$ cat src/inc/sods_consts.vh
// Constants for the speaker output diagnostic sequencer.
// Summary of operation
// - On host request, leaving stand-by runs a load test for shorts and open load.
// - Turn-on result is held until a host read requests a new test pulse.
// - Stand-by exit plus diag enable together: pulse first, outputs high-Z, then bias.
// - Once biased, permanent diagnostics run; turn-on result stays until a short appears.
// - Output status is latched at the end of the 100 ms test pulse plateau.
// - Shorted/open load thresholds use line-driver values only at 12 dB and line mode.
// - Restart mode: only the faulted channel stops, rechecked every 1 ms, resumes when clear.
// - Diagnostic mode is enabled by the host and self-starts on a protection trip; the code ignores diag enable here, as that bit gates only the turn-on test.
// - After a trip, recheck 1 ms later; no overload means the channel resumes.
// - Overload still present at the recheck starts a 100 ms diagnostic cycle.
// - Cycle end puts the channel in restart mode, stores results; next cycle after read.
// - A DC output offset beyond about 2 V is flagged.
// - Offset window opens at the previous read or offset enable, closes at this read.
// - Offset is reported only if it holds for the whole window.
// - A protection trip during the test suppresses the offset and AC current results.
// - Peak current above 500 mA is normal; below 250 mA is an open tweeter.
// - Fewer than 3 pulses above 500 mA in the period report an open tweeter.
// - With several faults, one is reported first; the rest after reads and removal.
// - Double faults resolve by priority: supply short, feed ground, drain ground rules.
// - Permanent diagnostics never report open load; only a turn-on test does.
// - Each read returns the previous cycle's results and restarts all cycles.
// - The offset enable bit of the first instruction byte enables offset detection.
// - Cycle-terminated flag is 1 after a completed cycle, else 0.
`ifndef SODS_CONSTS_VH
`define SODS_CONSTS_VH

`define SODS_CLK_HZ        10000000
`define SODS_T_RECHECK_US  1000
`define SODS_T_CYCLE_MS    100
`define SODS_AC_PULSES     2'h3

`define SODS_ADDR_CTRL     8'h00
`define SODS_ADDR_DIAG     8'h04
`define SODS_ADDR_STAT     8'h08
`define SODS_CTRL_RESET    16'h0000

`define SODS_BIT_DIAG_EN   6
`define SODS_BIT_OFFSET_EN 5
`define SODS_BIT_GAIN_F    4
`define SODS_BIT_GAIN_R    3
`define SODS_BIT_STBY_OFF  12
`define SODS_BIT_LINE_MODE 11
`define SODS_BIT_CUR_EN    10

`endif

$ cat src/sods_chan.v
// One channel: turn-on latch, permanent diagnostic, restart and fault priority.
`timescale 1ns/10ps
module sods_chan #(
    parameter FEED_POS    = 1,
    parameter RECHECK_CYC = 10000,
    parameter CYCLE_CYC   = 1000000
) (
    input  wire       clk,
    input  wire       rst,
    input  wire       gnd_p,
    input  wire       gnd_n,
    input  wire       vs,
    input  wire       sload,
    input  wire       open,
    input  wire       trip,
    input  wire       arm,
    input  wire       ton_strobe,
    output wire       active,
    output wire       rstmode,
    output reg        done,
    output wire [4:0] flags
);
    localparam [1:0] ST_RUN = 2'h0, ST_WAIT = 2'h1, ST_DIAG = 2'h2, ST_RSTR = 2'h3;
    localparam [19:0] RECHECK_LD = RECHECK_CYC[19:0] - 20'h00001;
    localparam [19:0] CYCLE_LD   = CYCLE_CYC[19:0] - 20'h00001;

    reg  [1:0]  state_reg;
    reg  [19:0] cnt_reg;
    reg         armed_reg;
    reg  [3:0]  acc_reg;
    reg  [3:0]  res_reg;
    reg         perm_reg;
    wire        gnd_feed  = FEED_POS ? gnd_p : gnd_n;
    wire        gnd_drain = FEED_POS ? gnd_n : gnd_p;
    wire        overload  = trip | gnd_p | gnd_n | vs | sload;

    // Result bits: [3] shorted load, [2] open load, [1] supply short, [0] ground short.
    function [3:0] resolve;
        input gf;
        input gd;
        input v;
        input sl;
        input op;
        input allow_open;
        begin
            resolve = 4'h0;
            if (v) begin
                resolve = {2'h0, 1'b1, gf};
            end else if (gf) begin
                resolve = 4'h1;
            end else if (gd) begin
                resolve = (op & allow_open) ? 4'h4 : 4'h1;
            end else if (sl) begin
                resolve = 4'h8;
            end else if (op & allow_open) begin
                resolve = 4'h4;
            end
        end
    endfunction

    assign active  = (state_reg == ST_RUN);
    assign rstmode = (state_reg == ST_RSTR);
    assign flags   = {perm_reg, res_reg};

    always @(posedge clk) begin
        if (rst) begin
            state_reg <= ST_RUN;
            cnt_reg   <= 20'h00000;
            armed_reg <= 1'b1;
            acc_reg   <= 4'h0;
            res_reg   <= 4'h0;
            perm_reg  <= 1'b0;
            done      <= 1'b0;
        end else begin
            done <= 1'b0;
            if (ton_strobe) begin
                res_reg  <= resolve(gnd_feed, gnd_drain, vs, sload, open, 1'b1);
                perm_reg <= 1'b0;
            end
            case (state_reg)
                ST_RUN: begin
                    if (trip) begin
                        cnt_reg   <= RECHECK_LD;
                        state_reg <= armed_reg ? ST_WAIT : ST_RSTR;
                    end
                end
                ST_WAIT: begin
                    if (cnt_reg == 20'h00000) begin
                        if (overload) begin
                            cnt_reg   <= CYCLE_LD;
                            acc_reg   <= 4'hf;
                            state_reg <= ST_DIAG;
                        end else begin
                            state_reg <= ST_RUN;
                        end
                    end else begin
                        cnt_reg <= cnt_reg - 20'h00001;
                    end
                end
                ST_DIAG: begin
                    // A fault must be present for the whole cycle to be reported.
                    acc_reg <= acc_reg & {sload, vs, gnd_drain, gnd_feed};
                    if (cnt_reg == 20'h00000) begin
                        res_reg   <= resolve(acc_reg[0], acc_reg[1], acc_reg[2],
                                             acc_reg[3], 1'b0, 1'b0);
                        perm_reg  <= 1'b1;
                        done      <= 1'b1;
                        cnt_reg   <= RECHECK_LD;
                        state_reg <= ST_RSTR;
                    end else begin
                        cnt_reg <= cnt_reg - 20'h00001;
                    end
                end
                ST_RSTR: begin
                    if (cnt_reg == 20'h00000) begin
                        cnt_reg <= RECHECK_LD;
                        if (!overload) begin
                            state_reg <= ST_RUN;
                        end
                    end else begin
                        cnt_reg <= cnt_reg - 20'h00001;
                    end
                end
                default: begin
                    state_reg <= ST_RUN;
                end
            endcase
            if (state_reg == ST_DIAG && cnt_reg == 20'h00000) begin
                armed_reg <= 1'b0;
            end
            if (arm) begin
                armed_reg <= 1'b1;
            end
        end
    end
endmodule

$ cat src/sods_top.v
// Top of the speaker output diagnostic sequencer with its APB register slave.
//
// The register addresses and register access over APB are this design's own decisions.
`timescale 1ns/10ps
`include "sods_consts.vh"
module sods_top #(
    parameter RECHECK_CYC = `SODS_T_RECHECK_US * (`SODS_CLK_HZ / 1000000),
    parameter CYCLE_CYC   = `SODS_T_CYCLE_MS * (`SODS_CLK_HZ / 1000)
) (
    input  wire        CLK_SYS,
    input  wire        RST,
    input  wire        PSEL,
    input  wire        PENABLE,
    input  wire        PWRITE,
    input  wire [7:0]  PADDR,
    input  wire [31:0] PWDATA,
    output reg  [31:0] PRDATA,
    output wire        PREADY,
    output wire        PSLVERR,
    input  wire [3:0]  CMP_GND_P,
    input  wire [3:0]  CMP_GND_N,
    input  wire [3:0]  CMP_VS,
    input  wire [3:0]  CMP_SLOAD,
    input  wire [3:0]  CMP_OPEN,
    input  wire [3:0]  CMP_OFFSET,
    input  wire [3:0]  CMP_CUR_HI,
    input  wire [3:0]  PROT_TRIP,
    output wire [3:0]  CH_ACTIVE,
    output wire        TEST_PULSE,
    output wire        OUT_HIZ,
    output wire        PWR_BIAS,
    output reg  [3:0]  LINE_THR
);
    // ------------------------------------------------------------------
    // Local definitions
    // ------------------------------------------------------------------
    localparam [1:0]  TS_STBY  = 2'h0;
    localparam [1:0]  TS_PULSE = 2'h1;
    localparam [1:0]  TS_BIAS  = 2'h2;
    localparam [19:0] CYCLE_LD = CYCLE_CYC[19:0] - 20'h00001;

    function hit;
        input [7:0] addr;
        input [7:0] offs;
        begin
            hit = (addr == offs);
        end
    endfunction

    // ------------------------------------------------------------------
    // Pin synchronisers
    // ------------------------------------------------------------------
    // Comparator outputs are analog-domain levels; a change is accepted once
    // the second and third stages agree, which rejects single-cycle glitches.
    wire [31:0] pin_raw = {PROT_TRIP, CMP_CUR_HI, CMP_OFFSET, CMP_OPEN,
                           CMP_SLOAD, CMP_VS, CMP_GND_N, CMP_GND_P};
    reg  [31:0] sy1_reg;
    reg  [31:0] sy2_reg;
    reg  [31:0] sy3_reg;
    reg  [31:0] filt_reg;
    wire [31:0] filt_next = (sy2_reg & sy3_reg) | (filt_reg & (sy2_reg ^ sy3_reg));

    always @(posedge CLK_SYS) begin
        if (RST) begin
            sy1_reg  <= 32'h00000000;
            sy2_reg  <= 32'h00000000;
            sy3_reg  <= 32'h00000000;
            filt_reg <= 32'h00000000;
        end else begin
            sy1_reg  <= pin_raw;
            sy2_reg  <= sy1_reg;
            sy3_reg  <= sy2_reg;
            filt_reg <= filt_next;
        end
    end

    wire [3:0] f_gnd_p  = filt_reg[3:0];
    wire [3:0] f_gnd_n  = filt_reg[7:4];
    wire [3:0] f_vs     = filt_reg[11:8];
    wire [3:0] f_sload  = filt_reg[15:12];
    wire [3:0] f_open   = filt_reg[19:16];
    wire [3:0] f_offset = filt_reg[23:20];
    wire [3:0] f_cur    = filt_reg[27:24];
    wire [3:0] f_trip   = filt_reg[31:28];

    // ------------------------------------------------------------------
    // APB slave
    // ------------------------------------------------------------------
    reg  [15:0] ctrl_reg;
    reg  [31:0] report_reg;
    reg         done_reg;
    wire        mapped  = hit(PADDR, `SODS_ADDR_CTRL) |
                          (!PWRITE & (hit(PADDR, `SODS_ADDR_DIAG) |
                                      hit(PADDR, `SODS_ADDR_STAT)));
    wire        acc     = PSEL & PENABLE;
    wire        wr_ctrl = acc & PWRITE & hit(PADDR, `SODS_ADDR_CTRL);
    wire        rd_diag = acc & !PWRITE & hit(PADDR, `SODS_ADDR_DIAG);
    wire [31:0] stat_word;

    assign PREADY  = 1'b1;
    assign PSLVERR = acc & !mapped;

    always @(posedge CLK_SYS) begin
        if (RST) begin
            ctrl_reg <= `SODS_CTRL_RESET;
            PRDATA   <= 32'h00000000;
        end else begin
            if (wr_ctrl) begin
                ctrl_reg <= PWDATA[15:0];
            end
            // Read data is captured in the setup cycle, so a diagnostic read
            // returns the snapshot taken by the previous read.
            if (PSEL && !PENABLE && !PWRITE) begin
                if (hit(PADDR, `SODS_ADDR_CTRL)) begin
                    PRDATA <= {16'h0000, ctrl_reg};
                end else if (hit(PADDR, `SODS_ADDR_DIAG)) begin
                    PRDATA <= report_reg;
                end else if (hit(PADDR, `SODS_ADDR_STAT)) begin
                    PRDATA <= stat_word;
                end else begin
                    PRDATA <= 32'h00000000;
                end
            end
        end
    end

    wire diag_en   = ctrl_reg[`SODS_BIT_DIAG_EN];
    wire offset_en = ctrl_reg[`SODS_BIT_OFFSET_EN];
    wire stby_off  = ctrl_reg[`SODS_BIT_STBY_OFF];
    wire line_mode = ctrl_reg[`SODS_BIT_LINE_MODE];
    wire cur_en    = ctrl_reg[`SODS_BIT_CUR_EN];

    // Channel order: 0 left front, 1 right front, 2 left rear, 3 right rear.
    always @(posedge CLK_SYS) begin
        if (RST) begin
            LINE_THR <= 4'h0;
        end else begin
            LINE_THR[0] <= line_mode & ctrl_reg[`SODS_BIT_GAIN_F];
            LINE_THR[1] <= line_mode & ctrl_reg[`SODS_BIT_GAIN_F];
            LINE_THR[2] <= line_mode & ctrl_reg[`SODS_BIT_GAIN_R];
            LINE_THR[3] <= line_mode & ctrl_reg[`SODS_BIT_GAIN_R];
        end
    end

    // ------------------------------------------------------------------
    // Turn-on test sequencer
    // ------------------------------------------------------------------
    reg  [1:0]  ts_reg;
    reg  [19:0] tcnt_reg;
    reg         test_req_reg;
    reg         ton_strobe;

    always @(posedge CLK_SYS) begin
        if (RST) begin
            ts_reg       <= TS_STBY;
            tcnt_reg     <= 20'h00000;
            test_req_reg <= 1'b1;
            ton_strobe   <= 1'b0;
        end else begin
            ton_strobe <= 1'b0;
            case (ts_reg)
                TS_STBY: begin
                    if (stby_off) begin
                        if (diag_en && test_req_reg) begin
                            tcnt_reg <= CYCLE_LD;
                            ts_reg   <= TS_PULSE;
                        end else begin
                            ts_reg <= TS_BIAS;
                        end
                    end
                end
                TS_PULSE: begin
                    if (!stby_off) begin
                        ts_reg <= TS_STBY;
                    end else if (tcnt_reg == 20'h00000) begin
                        ton_strobe <= 1'b1;
                        ts_reg     <= TS_BIAS;
                    end else begin
                        tcnt_reg <= tcnt_reg - 20'h00001;
                    end
                end
                TS_BIAS: begin
                    if (!stby_off) begin
                        ts_reg <= TS_STBY;
                    end
                end
                default: begin
                    ts_reg <= TS_STBY;
                end
            endcase
            if (ts_reg == TS_PULSE && stby_off && tcnt_reg == 20'h00000) begin
                test_req_reg <= 1'b0;
            end
            if (rd_diag) begin
                test_req_reg <= 1'b1;
            end
        end
    end

    assign TEST_PULSE = (ts_reg == TS_PULSE);
    assign OUT_HIZ    = (ts_reg != TS_BIAS);
    assign PWR_BIAS   = (ts_reg == TS_BIAS);

    // ------------------------------------------------------------------
    // Channels, offset window and AC current counting
    // ------------------------------------------------------------------
    wire [3:0]  ch_active;
    wire [3:0]  ch_rst;
    wire [3:0]  ch_done;
    wire [19:0] ch_flags;
    wire [31:0] live_word;
    reg         offen_d_reg;
    reg         curen_d_reg;
    wire        off_start = rd_diag | (offset_en & !offen_d_reg);
    wire        ac_start  = rd_diag | (cur_en & !curen_d_reg);

    genvar g;
    generate
        for (g = 0; g < 4; g = g + 1) begin : ch
            reg        off_ok_reg;
            reg        ac_sup_reg;
            reg  [1:0] ac_cnt_reg;
            reg        cur_d_reg;
            wire       off_flag = offset_en & off_ok_reg;
            wire       open_tw  = cur_en & !ac_sup_reg &
                                  (ac_cnt_reg != `SODS_AC_PULSES);

            sods_chan #(
                .FEED_POS    ((g == 0 || g == 3) ? 1 : 0),
                .RECHECK_CYC (RECHECK_CYC),
                .CYCLE_CYC   (CYCLE_CYC)
            ) u_chan (
                .clk        (CLK_SYS),
                .rst        (RST),
                .gnd_p      (f_gnd_p[g]),
                .gnd_n      (f_gnd_n[g]),
                .vs         (f_vs[g]),
                .sload      (f_sload[g]),
                .open       (f_open[g]),
                .trip       (f_trip[g] & PWR_BIAS),
                .arm        (rd_diag),
                .ton_strobe (ton_strobe),
                .active     (ch_active[g]),
                .rstmode    (ch_rst[g]),
                .done       (ch_done[g]),
                .flags      (ch_flags[5*g+4:5*g])
            );

            assign live_word[8*g+7:8*g] = {1'b0, done_reg, open_tw, ch_flags[5*g+4],
                                           ch_flags[5*g+3],
                                           ch_flags[5*g+2] | off_flag,
                                           ch_flags[5*g+1], ch_flags[5*g]};

            always @(posedge CLK_SYS) begin
                if (RST) begin
                    off_ok_reg <= 1'b0;
                    ac_sup_reg <= 1'b0;
                    ac_cnt_reg <= 2'h0;
                    cur_d_reg  <= 1'b0;
                end else begin
                    cur_d_reg <= f_cur[g];
                    if (off_start) begin
                        off_ok_reg <= 1'b1;
                    end else begin
                        off_ok_reg <= off_ok_reg & f_offset[g] & !f_trip[g];
                    end
                    if (ac_start) begin
                        // A trip in the restart cycle still counts, so the set wins.
                        ac_sup_reg <= f_trip[g];
                        ac_cnt_reg <= 2'h0;
                    end else begin
                        if (f_trip[g]) begin
                            ac_sup_reg <= 1'b1;
                        end
                        if (f_cur[g] && !cur_d_reg && ac_cnt_reg != `SODS_AC_PULSES) begin
                            ac_cnt_reg <= ac_cnt_reg + 2'h1;
                        end
                    end
                end
            end
        end
    endgenerate

    assign CH_ACTIVE = ch_active & {4{PWR_BIAS}};
    assign stat_word = {16'h0000, 4'h0, ch_rst, 4'h0, PWR_BIAS, TEST_PULSE,
                        test_req_reg, done_reg};

    // ------------------------------------------------------------------
    // Cycle-done flag and read snapshot
    // ------------------------------------------------------------------
    // The snapshot is taken at the read itself and shown at the next read,
    // so a change in the outputs needs two reads to become visible.
    always @(posedge CLK_SYS) begin
        if (RST) begin
            done_reg    <= 1'b0;
            report_reg  <= 32'h00000000;
            offen_d_reg <= 1'b0;
            curen_d_reg <= 1'b0;
        end else begin
            offen_d_reg <= offset_en;
            curen_d_reg <= cur_en;
            if (rd_diag) begin
                report_reg <= live_word;
                done_reg   <= 1'b0;
            end
            if (ton_strobe || ch_done != 4'h0) begin
                done_reg <= 1'b1;
            end
        end
    end
endmodule

$ cat config.mk
export PLATFORM = sky130hd
export DESIGN_NAME = sods_top
export DESIGN_NICKNAME = d
export VERILOG_FILES = /design/src/sods_chan.v /design/src/sods_top.v
export VERILOG_INCLUDE_DIRS = /design/src /design/src/inc
export SDC_FILE = /design/constraint.sdc
export NUM_CORES = 1
export LEC_CHECK = 0
export ABC_AREA = 1
export BUFFER_PORTS_ARGS = -buffer_cell sky130_fd_sc_hd__buf_2
export CAP_MARGIN = 20
export CELL_PAD_IN_SITES_DETAIL_PLACEMENT = 0
export CELL_PAD_IN_SITES_GLOBAL_PLACEMENT = 1
export CORE_MARGIN = 8
export CORE_UTILIZATION = 48
export CTS_CLUSTER_SIZE = 25
export DETAILED_ROUTE_END_ITERATION = 12
export PLACE_DENSITY = 0.81
export SLEW_MARGIN = 30
export SYNTH_ARGS = -nofsm -noshare
export SYNTH_HDL_FRONTEND = slang
export SYNTH_SLANG_ARGS = --single-unit
$ cat constraint.sdc
create_clock -name CLK_SYS -period 3.2 [get_ports CLK_SYS]
set_clock_uncertainty 0.15 [all_clocks]
set_input_delay 0.64 -clock CLK_SYS [delete_from_list [all_inputs] [get_ports CLK_SYS]]
set_output_delay 0.64 -clock CLK_SYS [all_outputs]
set_load 0.01 [all_outputs]
======== Word level (Yosys, flattened, before mapping) ========
Cells that the tools add are included.
operators by class
  divide/modulo/power cells ............... 0
  order comparisons ....................... 0
  add/sub/neg operators ................... 9
  multiplexer cells ....................... 161
  bitwise logic cells ..................... 74
  shift operators ......................... 0
  reduce and logical (&&, ||, !) cells .... 82
  equality and inequality tests ........... 55
  multipliers ............................. 0
operators with widths
  kind                     count
  $mux W20                 20
  $pmux W20 S3             4
  $mux W4                  52
  $logic_not A20 Y1        5
  $sub A20 B1 Y20 const B  5
  $mux W2                  33
  $and A32 B32 Y32         2
  $mux W31                 2
  $pmux W20 S2             1
  $and A1 B1 Y1            35
  $ne A2 B1 Y1 const B     17
  $ne A2 B2 Y1 const B     17
  $or A32 B32 Y32          1
  $pmux W2 S4              4
  $pmux W4 S2              4
  $xor A32 B32 Y32         1
  $mux W1                  31
  $reduce_and A5 Y1        5
  $mux W3                  8
  $or A1 B1 Y1             24
  $and A4 B4 Y4            5
  $reduce_bool A2 Y1       10
  $reduce_or A2 Y1         10
  $eq A2 B2 Y1 const B     9
  17 further kinds         76
word-level totals
  register bits after elaboration ......... 386
  output and inout bits ................... 45
  latch bits .............................. 0
  bits in writable memories ............... 0
  memories kept ........................... 0
  input bits .............................. 77
  memory bits (read-only) ................. 0

======== Longest topological paths before layout ========
Gate-level depths: netlist of the first run.
  word-level depth ........................ 9
  gate-level depth with buffers ........... 12

======== Cells and area by module ========
From an unflattened synthesis of the first run, not the netlist that was laid out.
unflattened totals
  cells, all modules ...................... 2381
  area, all modules ....................... 17046.3 sq um
modules (own cells, without submodules)
  module                        area an instance (sq um)  cells each  sequential area each (sq um)  times used
  sods_top                      9310.2                    1173        4944.7                        1
  sods_chan (ch[0].u_chan ...)  1930.6                    308         660.6                         3
  sods_chan (ch[3].u_chan)      1944.4                    284         660.6                         1

======== Worst setup path before layout of the first run ========
OpenSTA, ideal clock, no wires.
  path type ............................... input to output
  start ................................... input port PADDR[1]
  end ..................................... output port PSLVERR
  data arrival time ....................... 1531 ps
  path buffers ............................ 1
  stages .................................. 6
  path slack .............................. 879 ps
  cells stage by stage .................... or2_1 -> inv_2 -> nand4_1 -> inv_2 -> buf_2 -> nor3_1
between the ends
  cells in the longest elaborated chain, start to end .. 6
  elaborated cells between the ends (all ways) .. 8
  those cells by class .................... eq/ne (2); bitwise (4); reduce/logical (2)
RTL lines
  what                                          line            text
  from (decl)                                   sods_top.v:15   input wire [7:0] PADDR,
  $eq A8 B3 Y1 or $eq A8 B4 Y1 (tied branches)  sods_top.v:46   hit = (addr == offs);
  $or A1 B1 Y1                                  sods_top.v:93   (!PWRITE & (hit(PADDR, `SODS_ADDR_DIAG) |
  $and A1 B1 Y1                                 sods_top.v:93
  $or A1 B1 Y1 *                                sods_top.v:92   wire mapped = hit(PADDR, `SODS_ADDR_CTRL) |
  $logic_not A1 Y1 *                            sods_top.v:101  assign PSLVERR = acc & !mapped;
  $and A1 B1 Y1 *                               sods_top.v:101
  to (decl)                                     sods_top.v:19   output wire PSLVERR,
Every way passes the cells marked *; elsewhere a longest branch is shown, timed or not.

======== Final worst setup path of the first run ========
  start ................................... register ts_reg[1]
  end ..................................... output port CH_ACTIVE[3]
between the ends
  cells in the longest elaborated chain, start to end .. 2
RTL lines
  what                    line            text
  from (decl)             sods_top.v:148  reg [1:0] ts_reg;
  from (signal assigned)  sods_top.v:155  ts_reg <= TS_STBY;
  from (signal assigned)  sods_top.v:166  ts_reg <= TS_PULSE;
  from (signal assigned)  sods_top.v:168  ts_reg <= TS_BIAS;
  $eq A2 B2 Y1            sods_top.v:202  assign PWR_BIAS = (ts_reg == TS_BIAS);
  $and A4 B4 Y4           sods_top.v:284  assign CH_ACTIVE = ch_active & {4{PWR_BIAS}};
  to (decl)               sods_top.v:28   output wire [3:0] CH_ACTIVE,
Every way passes these cells.

==> results.toml, run 1 <==
[status]
status = "finished, final reports clean"

[timing]
tns_ns = 0
fmax_mhz = 361.8
setup_viol = 0
finalCriticalPeriod_ns = 2.764
worstMarginPinSlew_ns = 0.7653
post-route-period-util = 0.8638
hold_viol = 0
final_max_slew_viol_count = 0
rsz0062_at_grt = "no"
slew_headroom = 0.4898

[layout]
diodes = 0
final_common_cell = "nand2_1"
final_cell_mix = "nand2_1 (423), nor2_1 (409), dfxtp_1 (379)"
largest_reg_flops = 80
syn2layout_area_growth_pct = 13.05
layout-drive-gt1-share = 0.1008
final_area_um2 = 19350
layout.nets = 2587

[place]
dp_hpwl_um = 31810
io_buffers = 102
gp_congestion = 0.8518
placed_cell_area_um2 = 17970

[pwr]
power_density_nw_per_um2 = 854.4
power_leakage_uw = 0.008791
power.switching_uw = 6380
sw_frac_of_total = 0.3858
irDropWorstVdd_v = 0.0006450
p_comb_frac = 0.366
clkPwrFrac = 0.295
seqPwrFrac = 0.340
p_int_uw = 10160

[route]
wirelength_um = 43390
drtIter0Drc = 856
via_per_inst = 5.075
post_drt_wl_per_cell_um = 14.80
drc = 0
num_vias = 14880
postRouteAntennaNets = 0
firstDrtPassIters = 5

[clocking]
root_buffer = "clkbuf_16"
cts_tree = "built"
postCtsHoldBufs = 0
htree_levels = 2
cts.sinks = 379
clockBufferDepth = 3
cts_made_buffers = 42
post_cts_resized = 0
clk_pin_slew_ns = 0.06
clk_latency_ns = 0.55
cts_setup_buffers = 0

[synthesis]
syn_inst = 2357
yosys_register_bits = 379
synthArstFlopShare = 0
ys_types = 51
synth.yosys.warnings = 0
synth_flop_cell = "dfxtp_1"
synth.avg_cell_area_um2 = 7.262
ys_seq_area_frac = 0.4432
synth_edf_count = 0
netlist_area_um2 = 17120

[setup_path]
cp-start-kind = "register"
reg2reg_depth = 10
critPathCaptureType = "output port"
cp.required_ns = 2.41
crit_fanout = 7
critPathArrivalTime_ns = 1.97
criticalPathCategory = "reg2out"

[floorplanning]
rows = 69
die_x_um = 204.8
core_um2 = 35310
start_util = 0.4848
die_y_um = 204.8
dieArea_um2 = 41960
io_pins = 122

[global_routing]
grt_pass1_vias = 14310
antenna_found_initial = 0
met3_usage = 0.03748
grt_busiest_layer = "met2"
gr-usage-met2 = 0.3234
grtUsageMet1 = 0.2825
grt_first_pass_wirelength_um = 71410
gr-total-overflow = 0
track_usage = 0.2053
grt_max_degree = 77

[run]
max_cap_viol_count = 0

[hold_path]
hold_depth = 3
hold_path.class = "in2reg"
==> layout make-up <==
class / instances / area [um2]
Multi-Input combinational cell: 1610 / 8045
Sequential cell: 379 / 7587
Clock buffer: 59 / 1216
Tap cell: 461 / 576.8
Clock inverter: 12 / 170.2
Fill cell: 3509 / 15960
Inverter: 295 / 1110
Timing Repair Buffer: 116 / 646.9
==> cell families (layout without fill, tap and decap cells) <==
logic type,after synthesis,in the layout,synth area share
AND/OR/NAND/NOR,1068,1068,0.2663
AO/OA/AOI/OAI,437,437,0.1361
adder cells (fa/ha/maj),66,66,0.04824
buffers and inverters,369,482,0.08727
other,2,3,0.0004387
flip-flops,379,379,0.4432
XOR/XNOR,36,36,0.01842
==> Yosys cell counts, types with 5 or more instances <==
cell        n  area [um2]
a211oi_1   11       82.58
a21oi_1   231        1156
and2_1      5       31.28
buf_2      13       65.06
buf_4       8       60.06
buf_6       8       90.09
clkbuf_1   45       168.9
dfxtp_1   379        7587
ha_1       66       825.8
inv_1     282        1059
inv_2       8       30.03
nand2_1   423        1588
nand2_2     7       43.79
nand3_1   109       545.5
nand3_2    11       110.1
nand3b_1    5       37.54
nand4_1    24       150.1
nor2_1    409        1535
nor2_2     15       93.84
nor2_4      9       101.4
nor3_1     33       165.2
o21ai_0   148       740.7
o21ai_1     8       40.04
o22ai_1    12       75.07
or2_2       5       31.28
xnor2_1    13       113.9
xor2_1     23       201.4
==> worst max-delay path, cell delays in order (launching register included) <==
cell and delay [ns]:
dfxtp_1 0.49, inv_2 0.09, nor2_4 0.14, inv_1 0.25, nor2_1 0.27, buf_2 0.18
==> stage by stage <==
step	std cells	power, uW	worst slack, ns	util	hold WS [ns]
final	2932	16540	0.4360	0.5481	0.1362
after global routing	2932	17780	0.3463	0.5481	0.1215
after CTS	2932	16650	0.4049	0.5481	0.1086
after detailed placement	2861	11700	0.3771	0.5088	0.2423
after global placement	2861	11630	0.4406	0.5088	0.2392
after floorplan	2358	10400	0.8794	-	0.2383
==> per-layer routing <==
layer,wire (um),vias up
met5,0,-
met4,1084,0
met2,18900,291
met1,21230,6796
li1,-,7715
met3,2165,77
==> power groups by stage <==
stage               Combinational, uW  Clock, uW  Sequential [uW]
finish                           6040       4870             5620
global route                     6910       5190             5680
CTS                              6040       4990             5620
detailed placement               5990          0             5710
global placement                 5930          0             5700
floorplan                        4800          0             5600
==> path summary, 6_finish.rpt <==
kind	end	slack, ns	from
hold / removal	sy1_reg[11]	0.14	CMP_VS[3]
setup reg to reg	ch[3].u_chan.cnt_reg[12]	0.91	ch[3].u_chan.cnt_reg[0]
setup / recovery	CH_ACTIVE[3]	0.44	ts_reg[1]
hold reg to reg	sy2_reg[16]	0.25	sy1_reg[16]
Power figures use the tool's default switching activity.
==> run 2: changes to the inputs <==
Settings changed: BUFFER_PORTS_ARGS -buffer_cell sky130_fd_sc_hd__buf_2 to unset, CORE_UTILIZATION 48 to 50, DONT_BUFFER_PORTS set to 1, PLACE_DENSITY 0.81 to 0.8.
==> run 2 against run 1 <==
Hold slack worse by 0.11 ns. Sequential power hardly changed. Clock power is 2% higher. Count of clock-buffer cells in the layout stayed put. Critical path depth is 1 lower. Global-route usage is 0.085 points higher. Combinational power is 1% lower. Fmax is 2.7% lower. Total power is 0.12% higher. First-iteration DRC count is 2.5% lower. Largest power group unchanged. Highest routed layer unchanged.
==> results.toml, run 2 (synthesis gave the netlist of run 1 again) <==
[status]
status = "finished, final reports clean"

[place]
dp_hpwl_um = 31100
gp_congestion = 0.8850
io_buffers = 0

[timing]
final_max_slew_viol_count = 0
worstMarginPinSlew_ns = 0.6361
finalCriticalPeriod_ns = 2.841
fmax_mhz = 352.0
setup_viol = 0
post-route-period-util = 0.8879
rsz0062_at_grt = "no"
slew_headroom = 0.5755
tns_ns = 0
hold_viol = 0

[clocking]
cts_made_buffers = 42
cts.sinks = 379
clockBufferDepth = 3
post_cts_resized = 0
clk_pin_slew_ns = 0.06
htree_levels = 2
cts_tree = "built"
root_buffer = "clkbuf_16"
clk_latency_ns = 0.54

[global_routing]
grt_max_degree = 218
antenna_found_initial = 0
track_usage = 0.2061
gr-total-overflow = 0
grt_pass1_vias = 13600
grt_first_pass_wirelength_um = 70120

[setup_path]
cp.required_ns = 2.41
cp-start-kind = "register"
critPathArrivalTime_ns = 2.05
critPathCaptureType = "output port"
worstReg2RegStart = "ts_reg[0]"
criticalPathCategory = "reg2out"
critPathLaunch = "ts_reg[1]"
crit_fanout = 7

[floorplanning]
io_pins = 122
start_util = 0.5092
rows = 67
core_um2 = 33620
die_x_um = 201.0
die_y_um = 201.0
dieArea_um2 = 40410

[route]
num_vias = 14530
post_drt_wl_per_cell_um = 15.23
drc = 0
wirelength_um = 42980
postRouteAntennaNets = 0
via_per_inst = 5.147
firstDrtPassIters = 5
drtIter0Drc = 835

[layout]
syn2layout_area_growth_pct = 10.23
final_common_cell = "nand2_1"
final_cell_mix = "nand2_1 (423), nor2_1 (409), dfxtp_1 (379)"
layout-drive-gt1-share = 0.06445
post-route-util = 0.5613
fillers = 3213
largest_reg_flops = 80
layout.nets = 2487
diodes = 0

[pwr]
power_density_nw_per_um2 = 877.4
power_leakage_uw = 0.008356
irDropWorstVdd_v = 0.0004430

[hold_path]
hold_path.class = "in2reg"
hp-start = "RST"

[run]
max_cap_viol_count = 0
run 2: changes by cell type in the layout (fill, tap and decap cells not counted):
cell	delta
buf_2	-101
buf_4	+2
clkbuf_1	-2
clkbuf_8	+2
buf_12	-1
buf_6	-1
clkinv_4	+1
clkinvlp_4	+1
dlygate4sd3_1	+1
inv_6	+1
run 2: cell type report:
cell class / count / area [um2] / share of cell area
sequential: 379 / 7587 / 0.4021
tap: 448 / 560.5 / 0.02971
multi-input combinational: 1610 / 8045 / 0.4264
clock buffer: 59 / 1236 / 0.06551
inverter: 295 / 1110 / 0.05882
timing repair buffer: 16 / 135.1 / 0.007161
clock inverter: 15 / 195.2 / 0.01034
run 2: worst paths after layout:
path | end | slack (ns) | cells after the start
setup / recovery | CH_ACTIVE[1] | 0.36 | 4
hold / removal | sy1_reg[16] | 0.02 | 1
setup reg to reg | tcnt_reg[2] | 0.93 | 5
hold reg to reg | sy2_reg[8] | 0.25 | 2
run 2: worst max-delay path: stages (launching register included):
cell and delay, ns:
dfxtp_1 0.47, inv_2 0.09, nor2_4 0.21, inv_1 0.34, nor2_1 0.39
run 2: power breakdown:
group          internal, uW  switching (uW)  total (uW)
clock network          3020            1940        4960
logic                  1960            4000        5960
registers              5210             426        5630
run 2: through the flow:
| step | instances | power [uW] | setup WS [ns] | cell area (um2) | hold slack, ns |
|---|---|---|---|---|---|
| after floorplan | 2358 | 10400 | 0.8794 | 17120 | 0.2383 |
| after global placement | 2747 | 11560 | 0.6086 | 17430 | 0.2429 |
| after detailed placement | 2747 | 11630 | 0.5251 | 17430 | 0.2422 |
| after CTS | 2822 | 16650 | 0.3026 | 18870 | 0.005788 |
| after global routing | 2822 | 17800 | 0.2511 | 18870 | 0.003674 |
| final | 2822 | 16560 | 0.3588 | 18870 | 0.02351 |
run 2: routing by layer:
metal  wire length [um]  global-route usage  up-vias  share of wire
met5                  0                   0        -              0
met4                772             0.05046        0          0.018
met3               1806             0.03195       50          0.042
met2              18620              0.3226      274           0.43
met1              21790              0.2927     6667           0.51
li1                   -                   -     7534              -
run 2: what timing repair did:
action                                  in CTS  in global routing
hold endpoints to repair                     8                  0
buffers inserted                             0                  0
hold buffers                                 1                  0
endpoints found under the setup margin       0                  0
==> run 3: changes to the inputs <==
Settings changed: ABC_AREA 1 to unset, CORE_UTILIZATION 50 to 52.
==> run 3 against run 2 <==
Sequential power decreased by 7.3%. Via count decreased by 12%. Critical path type is now reg2reg. Highest routed layer unchanged. Wire length decreased by 11%.
==> results.toml, run 3 <==
[global_routing]
grt_max_degree = 303
grt_pass1_vias = 12360
track_usage = 0.2039
gr-total-overflow = 0
antenna_found_initial = 1
grt_first_pass_wirelength_um = 62670

[synthesis]
synth.area.top_cells = "dfxtp_1 (47%), a21oi_1 (6.1%), ha_1 (5.1%), nor2b_1 (4.3%), nor2_1 (4.0%)"
synth_edf_count = 0
synth_top_area_frac = 0.4727
synthArstFlopShare = 0
synth_top_area_cell = "dfxtp_1"
netlist_area_um2 = 16050
synth.avg_cell_area_um2 = 8.824
yosys.area_share.simple = 0.2377
synth_commonest_cells = "dfxtp_1 (379), a21oi_1 (197), nor2_1 (172)"
synth-compound-area-share = 0.1644
muxShareOfSynthArea = 0.005691
synth_top_family_by_area = "simple AND/OR/NAND/NOR gates"
synth-adder-area-share = 0.05207
ys_types = 82
ys_seq_area_frac = 0.4727
syn_inst = 1819
synth_xor_xnor_area_share = 0.03165
yosys_register_bits = 379
synth.yosys.warnings = 0
yosysMostFrequentCell = "dfxtp_1"
synth_flop_cell = "dfxtp_1"

[pwr]
irDropWorstVdd_v = 0.0006004
power_density_nw_per_um2 = 786.8
power.switching_uw = 4588
clkPwrFrac = 0.347
power_leakage_uw = 0.006931
p_int_uw = 9503
p_comb_frac = 0.283
seqPwrFrac = 0.370
sw_frac_of_total = 0.3256

[setup_path]
cp-start-kind = "register"
reg2reg_depth = 6
cp.required_ns = 3.48
critPathBufInv = 0
crit_fanout = 19
crit_family = "simple AND/OR/NAND/NOR gates"
crit_top_cell = "or4_4"
worstPathCellList = "or4_1 -> or4_4 -> or4_4 -> o21ai_4 -> o22ai_1 -> a22o_1"
critPathArrivalTime_ns = 3.33
critPathCaptureType = "register"
cp.depth = 6
cp_slowest_stage_delay_ns = 0.65
criticalPathCategory = "reg2reg"
cpMaxStageDelayCell = "or4_4"

[clocking]
clockBufferDepth = 3
cts_setup_buffers = 0
cts_tree = "built"
cts_made_buffers = 40
htree_levels = 2
clk_pin_slew_ns = 0.06
cts.sinks = 379
clk_latency_ns = 0.55
post_cts_resized = 0
postCtsHoldBufs = 0
root_buffer = "clkbuf_16"

[route]
highest_layer = "met4"
drt-met1-wl_um = 18540
post_drt_wl_per_cell_um = 16.99
postRouteAntennaNets = 0
wl_met3_um = 1694
via_per_inst = 5.706
firstDrtPassIters = 5
wirelength_um = 38130
drtIter0Drc = 854
num_vias = 12800
drc = 0
met2WireLength_um = 16960

[timing]
setup_ws_ns = 0.1541
post-route-period-util = 0.9518
fmax_mhz = 328.3
hold_viol = 0
worstMarginPinSlew_ns = 0.7662
final_max_slew_viol_count = 0
setup_viol = 0
rsz0062_at_grt = "no"
finalCriticalPeriod_ns = 3.046
fin_hold_ws_ns = 0.03254
slew_headroom = 0.4873
tns_ns = 0

[layout]
diodes = 0
final_cell_mix = "dfxtp_1 (379), a21oi_1 (197), nor2_1 (172)"
layout-drive-gt1-share = 0.07468
syn2layout_area_growth_pct = 11.58
layout.nets = 1963
final_common_cell = "dfxtp_1"
largest_reg_flops = 80

[place]
io_buffers = 0
dpl_worst_slack_ns = 0.1772
gp_congestion = 0.8481
dp_hpwl_um = 26090

[floorplanning]
die_y_um = 191.7
start_util = 0.5261
io_pins = 122
dieArea_um2 = 36740
core_um2 = 30510
rows = 64
die_x_um = 191.7

[hold_path]
hold_depth = 1
hold_path.class = "in2reg"

[run]
max_cap_viol_count = 0

[status]
status = "finished, final reports clean"
-- run 3: path summary, 6_finish.rpt --
check / startpoint / to / slack, ns
worst min-delay path: RST / ch[0].u_chan.cnt_reg[3] / 0.03
worst max register to register: ch[0].u_chan.cnt_reg[11] / ch[0].u_chan.cnt_reg[16] / 0.15
worst min register to register: sy1_reg[30] / sy2_reg[30] / 0.28
worst max-delay path: ch[0].u_chan.cnt_reg[11] / ch[0].u_chan.cnt_reg[16] / 0.15
-- run 3: stage by stage --
step | utilization | std cells | cell area (um2) | power [uW]
2_1_floorplan | - | 1820 | 16050 | 8281
3_3_place_gp | 0.5409 | 2174 | 16500 | 9199
3_5_place_dp | 0.5409 | 2174 | 16500 | 9231
4_1_cts | 0.5870 | 2244 | 17910 | 14150
5_1_grt | 0.5870 | 2244 | 17910 | 14860
6_report | 0.5870 | 2244 | 17910 | 14090
-- run 3: metal layers --
layer	vias to the layer above	global-route usage
met5	-	0
met4	0	0.06246
met3	71	0.02887
met2	300	0.3228
met1	5984	0.2840
li1	6449	-
-- run 3: cell families (layout without fill, tap and decap cells) --
family                     Yosys count  after routing
AOI/OAI and AO/OA                  433            433
buffers and inverters              132            160
other                                2              3
DFF                                379            379
and+or+nand+nor                    739            739
xor gates and xnor gates            58             58
adders and majority gates           67             67
muxes                                9              9
-- run 3: power groups by stage --
| stage | logic (uW) | registers (uW) | clock network (uW) |
|---|---|---|---|
| final | 3980 | 5220 | 4890 |
| after global routing | 4400 | 5260 | 5200 |
| after CTS | 3940 | 5220 | 5000 |
| after detailed placement | 3910 | 5320 | 0 |
| after global placement | 3890 | 5310 | 0 |
| after floorplan | 3030 | 5250 | 0 |
-- run 3: cell type report --
cell class | count | area [um2]
clock inverters | 14 | 275.3
inverters | 44 | 165.2
multi-input cells | 1309 | 7910
repair buffers | 46 | 345.3
clock buffers | 56 | 1131
flip-flops and latches | 379 | 7587
fillers | 2725 | 12600
well taps | 396 | 495.5
